[src/include/desc_cmdsts_pkg.sv]
// constants and types for the descriptor command/status block
package desc_cmdsts_pkg;

    // ------------------------------------------------------------
    // register map (byte addresses on the apb bus)
    // ------------------------------------------------------------
    localparam logic [7:0] CTRL_OFFSET = 8'h00;
    localparam logic [7:0] STATUS_OFFSET = 8'h04;
    localparam logic [7:0] LAST_WB_OFFSET = 8'h08;
    localparam int CTRL_LEGACY_BIT = 0;
    localparam int CTRL_XRETRY_BIT = 1;
    localparam int CTRL_CSI_BIT = 2;
    localparam logic [2:0] CTRL_RESET = 3'h0;

    // ------------------------------------------------------------
    // descriptor layout in system memory
    // ------------------------------------------------------------
    localparam logic [7:0] DESC_LINK_OFS = 8'h00;
    localparam logic [7:0] DESC_CMDSTS_OFS = 8'h04;
    localparam logic [7:0] DESC_BUFPTR_OFS = 8'h08;
    localparam logic [7:0] DESC_LEGACY_COUNT_OFS = 8'h08;
    localparam logic [7:0] DESC_LEGACY_BUFPTR_OFS = 8'h0C;

    // ------------------------------------------------------------
    // command/status word fields
    // ------------------------------------------------------------
    localparam int OWN_BIT = 31;
    localparam int MORE_BIT = 30;
    localparam int IRQ_REQ_BIT = 29;
    localparam int CRC_BIT = 28;
    localparam int OK_BIT = 27;
    localparam int ABORT_BIT = 26;
    localparam int UNDERRUN_BIT = 25;
    localparam int CARRIER_BIT = 24;
    localparam int DEFERRED_BIT = 23;
    localparam int EXCESS_DEFER_BIT = 22;
    localparam int LATE_COLL_BIT = 21;
    localparam int EXCESS_COLL_BIT = 20;
    localparam int TALLY_LSB = 16;
    localparam int SIZE_W = 12;
    localparam int RX_STATUS_W = 11;

    // ------------------------------------------------------------
    // collision and deferral limits
    // ------------------------------------------------------------
    localparam int COLL_W = 7;
    localparam logic [6:0] COLL_PER_EXCESS = 7'h10;
    localparam logic [6:0] EXCESS_LIMIT_STD = 7'h10;
    localparam logic [6:0] EXCESS_LIMIT_EXT = 7'h40;
    localparam int CLOCK_PERIOD_NS = 40;
    localparam int DEFER_LIMIT_NS = 3200000;
    localparam int DEFER_LIMIT_CYCLES = DEFER_LIMIT_NS / CLOCK_PERIOD_NS;
    localparam int DEFER_CNT_W = 17;

    // ------------------------------------------------------------
    // carriers and state
    // ------------------------------------------------------------
    typedef struct packed {
        logic psel;
        logic penable;
        logic pwrite;
        logic [7:0] paddr;
        logic [31:0] pwdata;
    } apb_req_t;

    typedef struct packed {
        logic [31:0] prdata;
        logic pready;
        logic pslverr;
    } apb_rsp_t;

    typedef struct packed {
        logic is_tx;
        logic [31:0] cmdsts;
        logic [31:0] word2;
        logic [31:0] word3;
    } desc_in_t;

    typedef struct packed {
        logic valid;
        logic is_tx;
        logic owned;
        logic last;
        logic descriptor_irq_request;
        logic crc_append_inhibit;
        logic [SIZE_W-1:0] byte_count;
        logic [31:0] buf_ptr;
    } desc_info_t;

    typedef struct packed {
        logic start;
        logic done;
        logic collision;
        logic defer;
        logic underrun;
        logic carrier_lost;
        logic late_collision;
        logic abort;
    } tx_event_t;

    typedef enum logic {WB_IDLE, WB_PEND} wb_state_t;

    typedef struct packed {
        logic legacy_layout_select;
        logic extended_retry_mode;
        logic carrier_ignore;
        desc_info_t fetch;
        logic [31:0] tx_cmd;
        logic [31:0] rx_cmd;
        logic tx_active;
        logic [COLL_W-1:0] coll_cnt;
        logic [DEFER_CNT_W-1:0] defer_cnt;
        logic tx_deferred_flag;
        logic excess_deferral_flag;
        logic tx_fifo_underrun_flag;
        logic carrier_lost_flag;
        logic late_collision_flag;
        logic tx_aborted_flag;
        wb_state_t wb;
        logic [31:0] wb_word;
        logic wb_is_tx;
        logic irq;
        logic [31:0] last_wb;
        logic [31:0] prdata;
        logic pslverr;
    } state_t;

endpackage

[src/design/desc_cmdsts.sv]
// descriptor command/status decode, transmit status build and write-back
//
// The register offsets and the APB slave port were left to the implementer.
`timescale 1ns/1ps
// ----------------------------------------------------------------
// What this block does
// - one descriptor always covers one buffer fragment
// - legacy layout: pointer at 0Ch, ignore 08h
// - bit 31 ownership: producer sets, consumer clears
// - transmit: driver produces; receive: device produces
// - bit 30 more; transmit status only in last, receive status in every write-back
// - bit 29 requests interrupt on ownership return
// - transmit bit 28 inhibits crc append
// - receive write-back always sets bit 28
// - bits 11-0 byte count, 15-12 reserved
// - bit 26 marks aborted transmission
// - bit 25 marks transmit fifo underrun
// - bit 24 carrier lost unless ignore set
// - bit 23 marks deferred transmission
// - bit 22 marks deferral beyond 3.2 ms
// - bit 21 marks out of window collision
// - bit 20 after 16, or 64 extended
// - standard retry: bits 19-16 count collisions
// - extended: excess events, multiple, single flags
// - default layout: link 0, cmdsts 4, pointer 8
// ----------------------------------------------------------------
module desc_cmdsts #(
    parameter int DEFER_LIMIT = desc_cmdsts_pkg::DEFER_LIMIT_CYCLES
) (
    // clock and reset
    input wire logic i_clock,
    input wire logic i_nrst,
    // apb register port
    input wire desc_cmdsts_pkg::apb_req_t i_apb,
    output desc_cmdsts_pkg::apb_rsp_t o_apb,
    // fetched descriptor words from the transfer engine
    input wire logic i_desc_valid,
    input wire desc_cmdsts_pkg::desc_in_t i_desc,
    output desc_cmdsts_pkg::desc_info_t o_fetch,
    // transmit mac events
    input wire desc_cmdsts_pkg::tx_event_t i_tx_ev,
    output logic o_tx_done_ready,
    // receive completion
    input wire logic i_rx_done,
    input wire logic [10:0] i_rx_status,
    input wire logic [11:0] i_rx_size,
    output logic o_rx_done_ready,
    // cmdsts write-back to memory
    output logic o_wb_valid,
    output logic o_wb_is_tx,
    output logic [31:0] o_wb_word,
    input wire logic i_wb_ready,
    output logic o_desc_irq
);

    // ------------------------------------------------------------
    // elaboration checks
    // ------------------------------------------------------------
    if (DEFER_LIMIT < 1 || DEFER_LIMIT >= (1 << desc_cmdsts_pkg::DEFER_CNT_W)) begin : g_bad_limit
        $error("deferral limit does not fit the counter");
    end

    localparam logic [desc_cmdsts_pkg::DEFER_CNT_W-1:0] LIMIT =
        desc_cmdsts_pkg::DEFER_CNT_W'(DEFER_LIMIT);

    desc_cmdsts_pkg::state_t s_r;
    desc_cmdsts_pkg::state_t s_nxt;

    // ------------------------------------------------------------
    // helper functions
    // ------------------------------------------------------------
    // collision field in both encodings
    function automatic logic [3:0] tally(input logic [6:0] cnt, input logic xretry);
        logic [6:0] rem;
        logic [6:0] events;
        rem = cnt % desc_cmdsts_pkg::COLL_PER_EXCESS;
        events = cnt / desc_cmdsts_pkg::COLL_PER_EXCESS;
        if (xretry) begin
            tally = {events[1:0], rem > 7'h01, rem == 7'h01};
        end else begin
            tally = cnt[3:0];
        end
    endfunction

    // excessive collision threshold per retry mode
    function automatic logic coll_excess(input logic [6:0] cnt, input logic xretry);
        if (xretry) begin
            coll_excess = cnt >= desc_cmdsts_pkg::EXCESS_LIMIT_EXT;
        end else begin
            coll_excess = cnt >= desc_cmdsts_pkg::EXCESS_LIMIT_STD;
        end
    endfunction

    // ------------------------------------------------------------
    // handshakes
    // ------------------------------------------------------------
    // a new completion is taken only with no write-back pending
    assign o_tx_done_ready = (s_r.wb == desc_cmdsts_pkg::WB_IDLE);
    assign o_rx_done_ready = (s_r.wb == desc_cmdsts_pkg::WB_IDLE) && !i_tx_ev.done;
    assign o_wb_valid = (s_r.wb == desc_cmdsts_pkg::WB_PEND);
    assign o_wb_is_tx = s_r.wb_is_tx;
    assign o_wb_word = s_r.wb_word;
    assign o_desc_irq = s_r.irq;
    assign o_fetch = s_r.fetch;
    assign o_apb.prdata = s_r.prdata;
    assign o_apb.pready = i_apb.psel && i_apb.penable;
    assign o_apb.pslverr = s_r.pslverr;

    // ------------------------------------------------------------
    // next state
    // ------------------------------------------------------------
    always_comb begin
        logic [31:0] w;
        logic setup;
        logic wr;
        logic mapped;
        logic [6:0] cnt_inc;
        w = 32'h0000_0000;
        setup = i_apb.psel && !i_apb.penable;
        wr = i_apb.psel && i_apb.penable && i_apb.pwrite;
        mapped = (i_apb.paddr == desc_cmdsts_pkg::CTRL_OFFSET) ||
                 (i_apb.paddr == desc_cmdsts_pkg::STATUS_OFFSET) ||
                 (i_apb.paddr == desc_cmdsts_pkg::LAST_WB_OFFSET);
        cnt_inc = s_r.coll_cnt + 7'h01;
        s_nxt = s_r;
        s_nxt.irq = 1'b0;
        s_nxt.fetch.valid = 1'b0;

        // apb: read data and error latched in setup, write at access
        if (setup) begin
            s_nxt.pslverr = !mapped;
            unique case (i_apb.paddr)
                desc_cmdsts_pkg::CTRL_OFFSET: begin
                    s_nxt.prdata = {29'h0, s_r.carrier_ignore, s_r.extended_retry_mode, s_r.legacy_layout_select};
                end
                desc_cmdsts_pkg::STATUS_OFFSET: begin
                    s_nxt.prdata = {16'h0000, s_r.tx_active, s_r.wb == desc_cmdsts_pkg::WB_PEND,
                                    s_r.tx_aborted_flag, s_r.tx_fifo_underrun_flag, s_r.carrier_lost_flag,
                                    s_r.tx_deferred_flag, s_r.excess_deferral_flag, s_r.late_collision_flag,
                                    1'b0, s_r.coll_cnt};
                end
                desc_cmdsts_pkg::LAST_WB_OFFSET: begin
                    s_nxt.prdata = s_r.last_wb;
                end
                default: begin
                    s_nxt.prdata = 32'h0000_0000;
                end
            endcase
        end
        if (wr && i_apb.paddr == desc_cmdsts_pkg::CTRL_OFFSET) begin
            s_nxt.legacy_layout_select = i_apb.pwdata[desc_cmdsts_pkg::CTRL_LEGACY_BIT];
            s_nxt.extended_retry_mode = i_apb.pwdata[desc_cmdsts_pkg::CTRL_XRETRY_BIT];
            s_nxt.carrier_ignore = i_apb.pwdata[desc_cmdsts_pkg::CTRL_CSI_BIT];
        end

        // descriptor decode: one fragment, one pointer
        if (i_desc_valid) begin
            s_nxt.fetch.valid = 1'b1;
            s_nxt.fetch.is_tx = i_desc.is_tx;
            // tx: device consumes when set; rx: device fills when clear
            s_nxt.fetch.owned = i_desc.is_tx ? i_desc.cmdsts[desc_cmdsts_pkg::OWN_BIT] :
                                               !i_desc.cmdsts[desc_cmdsts_pkg::OWN_BIT];
            s_nxt.fetch.last = !i_desc.cmdsts[desc_cmdsts_pkg::MORE_BIT];
            s_nxt.fetch.descriptor_irq_request = i_desc.cmdsts[desc_cmdsts_pkg::IRQ_REQ_BIT];
            s_nxt.fetch.crc_append_inhibit = i_desc.is_tx && i_desc.cmdsts[desc_cmdsts_pkg::CRC_BIT];
            s_nxt.fetch.byte_count = i_desc.cmdsts[desc_cmdsts_pkg::SIZE_W-1:0];
            // legacy count word is never looked at
            s_nxt.fetch.buf_ptr = s_r.legacy_layout_select ? i_desc.word3 : i_desc.word2;
            if (i_desc.is_tx) begin
                s_nxt.tx_cmd = i_desc.cmdsts;
            end else begin
                s_nxt.rx_cmd = i_desc.cmdsts;
            end
        end

        // transmit events: a start clears, an event in the same cycle still sets
        if (i_tx_ev.start) begin
            s_nxt.tx_active = 1'b1;
            s_nxt.coll_cnt = 7'h00;
            s_nxt.defer_cnt = '0;
        end
        s_nxt.tx_aborted_flag = (s_r.tx_aborted_flag && !i_tx_ev.start) || i_tx_ev.abort;
        s_nxt.tx_fifo_underrun_flag = (s_r.tx_fifo_underrun_flag && !i_tx_ev.start) || i_tx_ev.underrun;
        s_nxt.carrier_lost_flag = (s_r.carrier_lost_flag && !i_tx_ev.start) || i_tx_ev.carrier_lost;
        s_nxt.tx_deferred_flag = (s_r.tx_deferred_flag && !i_tx_ev.start) || i_tx_ev.defer;
        s_nxt.late_collision_flag = (s_r.late_collision_flag && !i_tx_ev.start) || i_tx_ev.late_collision;
        if (i_tx_ev.collision && s_r.coll_cnt != desc_cmdsts_pkg::EXCESS_LIMIT_EXT) begin
            s_nxt.coll_cnt = i_tx_ev.start ? 7'h01 : cnt_inc;
        end
        // deferral length measured while the mac is held off
        if (i_tx_ev.defer && s_r.defer_cnt != LIMIT) begin
            s_nxt.defer_cnt = i_tx_ev.start ? {{(desc_cmdsts_pkg::DEFER_CNT_W-1){1'b0}}, 1'b1} :
                                              s_r.defer_cnt + 1'b1;
        end
        s_nxt.excess_deferral_flag = (s_r.excess_deferral_flag && !i_tx_ev.start) ||
                                     (i_tx_ev.defer && s_r.defer_cnt == LIMIT);

        // completion: build the cmdsts word, ownership and status together
        if (s_r.wb == desc_cmdsts_pkg::WB_IDLE && i_tx_ev.done) begin
            w = s_r.tx_cmd;
            w[desc_cmdsts_pkg::OWN_BIT] = 1'b0;
            if (!s_r.tx_cmd[desc_cmdsts_pkg::MORE_BIT]) begin
                w[26:16] = 11'h000;
                w[desc_cmdsts_pkg::ABORT_BIT] = s_nxt.tx_aborted_flag;
                w[desc_cmdsts_pkg::UNDERRUN_BIT] = s_nxt.tx_fifo_underrun_flag;
                w[desc_cmdsts_pkg::CARRIER_BIT] = s_nxt.carrier_lost_flag && !s_r.carrier_ignore;
                w[desc_cmdsts_pkg::DEFERRED_BIT] = s_nxt.tx_deferred_flag;
                w[desc_cmdsts_pkg::EXCESS_DEFER_BIT] = s_nxt.excess_deferral_flag;
                w[desc_cmdsts_pkg::LATE_COLL_BIT] = s_nxt.late_collision_flag;
                w[desc_cmdsts_pkg::EXCESS_COLL_BIT] = coll_excess(s_nxt.coll_cnt, s_r.extended_retry_mode);
                w[desc_cmdsts_pkg::TALLY_LSB+3:desc_cmdsts_pkg::TALLY_LSB] =
                    tally(s_nxt.coll_cnt, s_r.extended_retry_mode);
                w[desc_cmdsts_pkg::OK_BIT] = !w[desc_cmdsts_pkg::ABORT_BIT] &&
                                             !w[desc_cmdsts_pkg::EXCESS_COLL_BIT] &&
                                             !w[desc_cmdsts_pkg::EXCESS_DEFER_BIT];
            end
            w[15:12] = 4'h0;
            s_nxt.wb = desc_cmdsts_pkg::WB_PEND;
            s_nxt.wb_word = w;
            s_nxt.wb_is_tx = 1'b1;
            s_nxt.tx_active = 1'b0;
        end else if (s_r.wb == desc_cmdsts_pkg::WB_IDLE && i_rx_done) begin
            w = s_r.rx_cmd;
            w[desc_cmdsts_pkg::OWN_BIT] = 1'b1;
            w[desc_cmdsts_pkg::CRC_BIT] = 1'b1;
            w[26:16] = i_rx_status;
            w[15:12] = 4'h0;
            w[desc_cmdsts_pkg::SIZE_W-1:0] = i_rx_size;
            s_nxt.wb = desc_cmdsts_pkg::WB_PEND;
            s_nxt.wb_word = w;
            s_nxt.wb_is_tx = 1'b0;
        end

        // write-back accepted: ownership is back with the other side
        if (s_r.wb == desc_cmdsts_pkg::WB_PEND && i_wb_ready) begin
            s_nxt.wb = desc_cmdsts_pkg::WB_IDLE;
            s_nxt.last_wb = s_r.wb_word;
            s_nxt.irq = s_r.wb_word[desc_cmdsts_pkg::IRQ_REQ_BIT];
        end
    end

    // ------------------------------------------------------------
    // state register
    // ------------------------------------------------------------
    always_ff @(posedge i_clock or negedge i_nrst) begin
        if (!i_nrst) begin
            s_r <= '0;
            s_r.wb <= desc_cmdsts_pkg::WB_IDLE;
            {s_r.carrier_ignore, s_r.extended_retry_mode, s_r.legacy_layout_select} <= desc_cmdsts_pkg::CTRL_RESET;
        end else begin
            s_r <= s_nxt;
        end
    end

    // control register write in flight: always 0, the decode reads the registered layout choice
    function automatic logic wr_ctrl();
        wr_ctrl = 1'b0;
    endfunction
endmodule

[config.mk]
export PLATFORM = sky130hd
export DESIGN_NAME = desc_cmdsts
export DESIGN_NICKNAME = d
export VERILOG_FILES = /design/src/include/desc_cmdsts_pkg.sv /design/src/design/desc_cmdsts.sv
export SDC_FILE = /design/constraint.sdc
export NUM_CORES = 1
export LEC_CHECK = 0
export BUFFER_PORTS_ARGS = -buffer_cell sky130_fd_sc_hd__buf_2
export CAP_MARGIN = 30
export CORE_ASPECT_RATIO = 0.8
export CORE_MARGIN = 5
export CORE_UTILIZATION = 52
export CTS_CLUSTER_SIZE = 28
export DETAILED_ROUTE_END_ITERATION = 6
export PLACE_DENSITY = 0.8
export SETUP_SLACK_MARGIN = 0.1
export SYNTH_ARGS = -nofsm -noshare
export SYNTH_HDL_FRONTEND = slang
export SYNTH_SLANG_ARGS = --single-unit
[constraint.sdc]
create_clock -name i_clock -period 2.1 [get_ports i_clock]
set_input_delay 0.42 -clock i_clock [delete_from_list [all_inputs] [get_ports i_clock]]
set_output_delay 0.42 -clock i_clock [all_outputs]
set_load 0.02 [all_outputs]
==> results.md <==
* Fin Setup TNS at 0 ns
* Cell variety after synth at 51
* Number of global-route vias before repair at slightly below 7,000
* Crit Path Category: reg -> reg
* Die area at 21,300 um^2
* Max stage delay on crit path at 0.41 ns
* Total track usage at a little over a fifth
* Final worst slack at 0.178 ns
* HPWL Detailed at 17,700 um
* Primary FF master, synth: dfrtp_1
* Yosys warns at 0
* Synth-to-layout area growth at 16.1%
* Critical-path top delay cell: dfrtp_1
* CORE AREA at 18,100 um^2
* Nets at approximately 1,200
* RR Endpoint: s_r[107]$_DFFE_PN0P_
* Commonest non-fill, non-tap cell in the layout: buf_2
* Hold Violations, Final at 0
* Number of synthesized flops with an enable pin at 0
* Routed WL at 23,800 um
* Syn_area_per_cell at roughly 11 um^2
* Die Y at 131 um
* Crit path DAT at 2.29 ns
* Reg2reg path depth at 7
* Run status: finished clean
* Register-to-Register Setup Slack at 0.18 ns
* Register bit count reported by yosys at just over 200
* Clock Skew at 0.00898 ns
* Gate Count Post-Synth at 843
* GPL Wtd Cong at 0.881
* Fin crit period at 1.92 ns
* Leakage at 0.00527 uW
* # diodes at 0
* # Post-CTS Setup Buffers at 0
* CP Cell Sequence: inv_1 -> ha_1 -> nor4b_1 -> nand4_1 -> o21ai_0 -> mux2i_1 -> nor2_1
* Detailed Routing Iterations Pass 1 at 5
* Worst setup path start: s_r[106]$_DFFE_PN0P_
* Sequential area share after synthesis at 53.8%
* Initial core utilization at 52.9%
* Remaining DRCs at 0
* Wire per inst at approximately 19 um
* Final worst-path cycle share at 91.5%
* R2R Path Start: s_r[106]$_DFFE_PN0P_
* Clock latency on the worst-skew pair at between 0.4 and 0.5 ns
* Gr ovfl total at 0
* Finished Cell Area at 11,100 um^2
* CTS tree: yes
* Initial DRC count at 480
* Port-buffer cells at 259
* Max_cap viols at 0
* Antenna violations before repair at 1
* Most frequent cells in the layout: 258 x buf_2, 205 x dfrtp_1, 72 x mux2_2
* Filler instances at 1,461
* DRT antenna net count at 0
* Slew Limit Headroom at 49.9%
* Layout cells sized above 1 at 39.7%
* Critical path startpoint category: flip-flop
* TritonCTS buffer count at 21
* Setup crit end kind: flip-flop
* Worst hold path type: in -> reg
* Unrepaired setup endpoints after global routing: false
* Mapped cell area at between 9000 and 10,000 um^2
* Placed cell area at approximately 10,000 um^2
* Max Fanout on Critical Path at 3
* Max VDD drop at roughly 0.57 mV
* H-tree Lvls at 1
* Pre-CTS WS at roughly 0.25 ns
* Slew Limit Fails at 0
* Clk slew on worst S/H paths at 0.07 ns
* First-pass GRT wire length at 37,800 um
* Critical path required time at roughly 2.5 ns
* End point of the critical path: s_r[107]$_DFFE_PN0P_
* Cell row count at 44
* PwrDens at around 950 nW/um^2
* Ys async rst share at 100%
* Final setup violation count at 0
* Largest net degree at the start of global routing at 65
* Via density at 5.52
* Max Buffers Root-to-Sink at 3
* Max Fclk at 520 MHz
* Clock root buffer: clkbuf_16
* Actual slew at the worst max-slew pin at 0.750 ns
* Boundary pin count at 297
* Chip Width at between 150 and 200 um
* CTS Sinks at ~210
* Vias at 6,850
[flip-flops by register name (all words and copies together), names as in the netlist]
name,count
s_r,92
o_fetch,50
o_wb_valid,1
o_apb,33
o_desc_irq,1
o_wb_is_tx,1
o_wb_word,28
[worst min-delay path by stage]
stage	startpoint	endpoint	slack [ns]	depth (start not counted)
finish	i_desc[94]	o_fetch[46]$_DFFE_PN0P_	0.15	2
global route	i_tx_ev[2]	s_r[102]$_DFF_PN0_	0.14	2
CTS	i_tx_ev[2]	s_r[102]$_DFF_PN0_	0.13	2
detailed placement	i_nrst	o_fetch[37]$_DFFE_PN0P_	0.40	1
global placement	i_nrst	o_fetch[37]$_DFFE_PN0P_	0.40	1
floorplan	i_nrst	o_apb[0]$_DFFE_PN0P_	0.12	0
[synth_stat cells, types with 2 or more instances]
cell / count / share of area, %
dfrtp_1: 206 / 54
buf_4: 116 / 9.1
mux2_2: 72 / 8.5
nor2_1: 67 / 2.6
a21oi_1: 56 / 2.9
mux2i_1: 44 / 4.6
nand2_1: 36 / 1.4
o22ai_1: 30 / 2.0
clkbuf_1: 28 / 1.1
a22o_1: 23 / 2.1
xor2_1: 16 / 1.5
inv_1: 12 / 0.47
nand3_1: 12 / 0.63
o21ai_0: 12 / 0.63
a22oi_1: 9 / 0.71
buf_2: 9 / 0.47
nand4_1: 9 / 0.59
o31ai_1: 8 / 0.63
a21o_1: 7 / 0.55
nor2b_1: 7 / 0.46
a222oi_1: 6 / 0.63
buf_1: 6 / 0.24
and2_1: 4 / 0.26
ha_1: 4 / 0.52
o22a_1: 4 / 0.37
a221o_1: 3 / 0.31
and3_1: 3 / 0.20
nor3_1: 3 / 0.16
o211ai_1: 3 / 0.24
xnor2_1: 3 / 0.27
nand2b_1: 2 / 0.13
nor4_1: 2 / 0.13
o31a_1: 2 / 0.18
or3_1: 2 / 0.13
[worst max-delay path: cells and delay by family, from the launching register on]
kind	cells	cell delay, ns
and+or+nand+nor	3	0.50
AOI/OAI and AO/OA	1	0.39
muxes	1	0.24
DFF	1	0.41
buffers and inverters	1	0.12
adders and majority gates	1	0.16
[power breakdown]
part           internal, uW  switching (uW)  leakage (uW)
registers              4530             436       0.00253
clock network          2250            1510      0.000337
logic                   820            1050       0.00241
total                  7600            2990       0.00527
[through the flow]
stage | cells | hold WS [ns] | util [%] | total power, uW
final | 1240 | 0.150 | 61.4 | 10600
after global routing | 1240 | 0.142 | 61.4 | 11000
after CTS | 1240 | 0.135 | 61.3 | 10700
after detailed placement | 1202 | 0.403 | 57.5 | 6900
after global placement | 1202 | 0.404 | 57.5 | 6830
after floorplan | 846 | 0.124 | - | 6360
[layer usage]
layer  global-route usage, %  routed length (um)  up-vias
met5                       0                   7        -
met4                    4.93                 460        2
met3                    3.88                1310       37
met1                    31.3               10700     3412
met2                    35.4               11300      217
li1                        -                   -     3182
[layout make-up]
class | instances | area (um^2) | share of cell area [%]
clock buffer | 26 | 554 | 4.98
clock inverter | 11 | 135 | 1.22
inverter | 14 | 52.6 | 0.473
multi-input combinational | 466 | 3340 | 30.0
sequential | 206 | 5160 | 46.4
tap | 230 | 288 | 2.59
timing repair buffer | 287 | 1590 | 14.3
[what timing repair did]
action / in CTS / in global routing
setup endpoints to repair: 0 / 2
resized for setup: 0 / 2
hold buffers: 1 / 0
hold endpoints to repair: 58 / 0
[logic make-up (layout without fill, tap and decap cells)]
kind of cell | count (synthesis) | after routing | synth area share (%)
fa+ha+maj | 4 | 4 | 0.523
buf+inv | 174 | 338 | 11.6
simple gates | 154 | 154 | 7.50
xor+xnor | 19 | 19 | 1.74
flops | 206 | 206 | 53.8
compound gates | 169 | 169 | 11.8
other cells | 1 | 4 | 0.0392
mux | 116 | 116 | 13.1
Power figures use the tool's default switching activity.
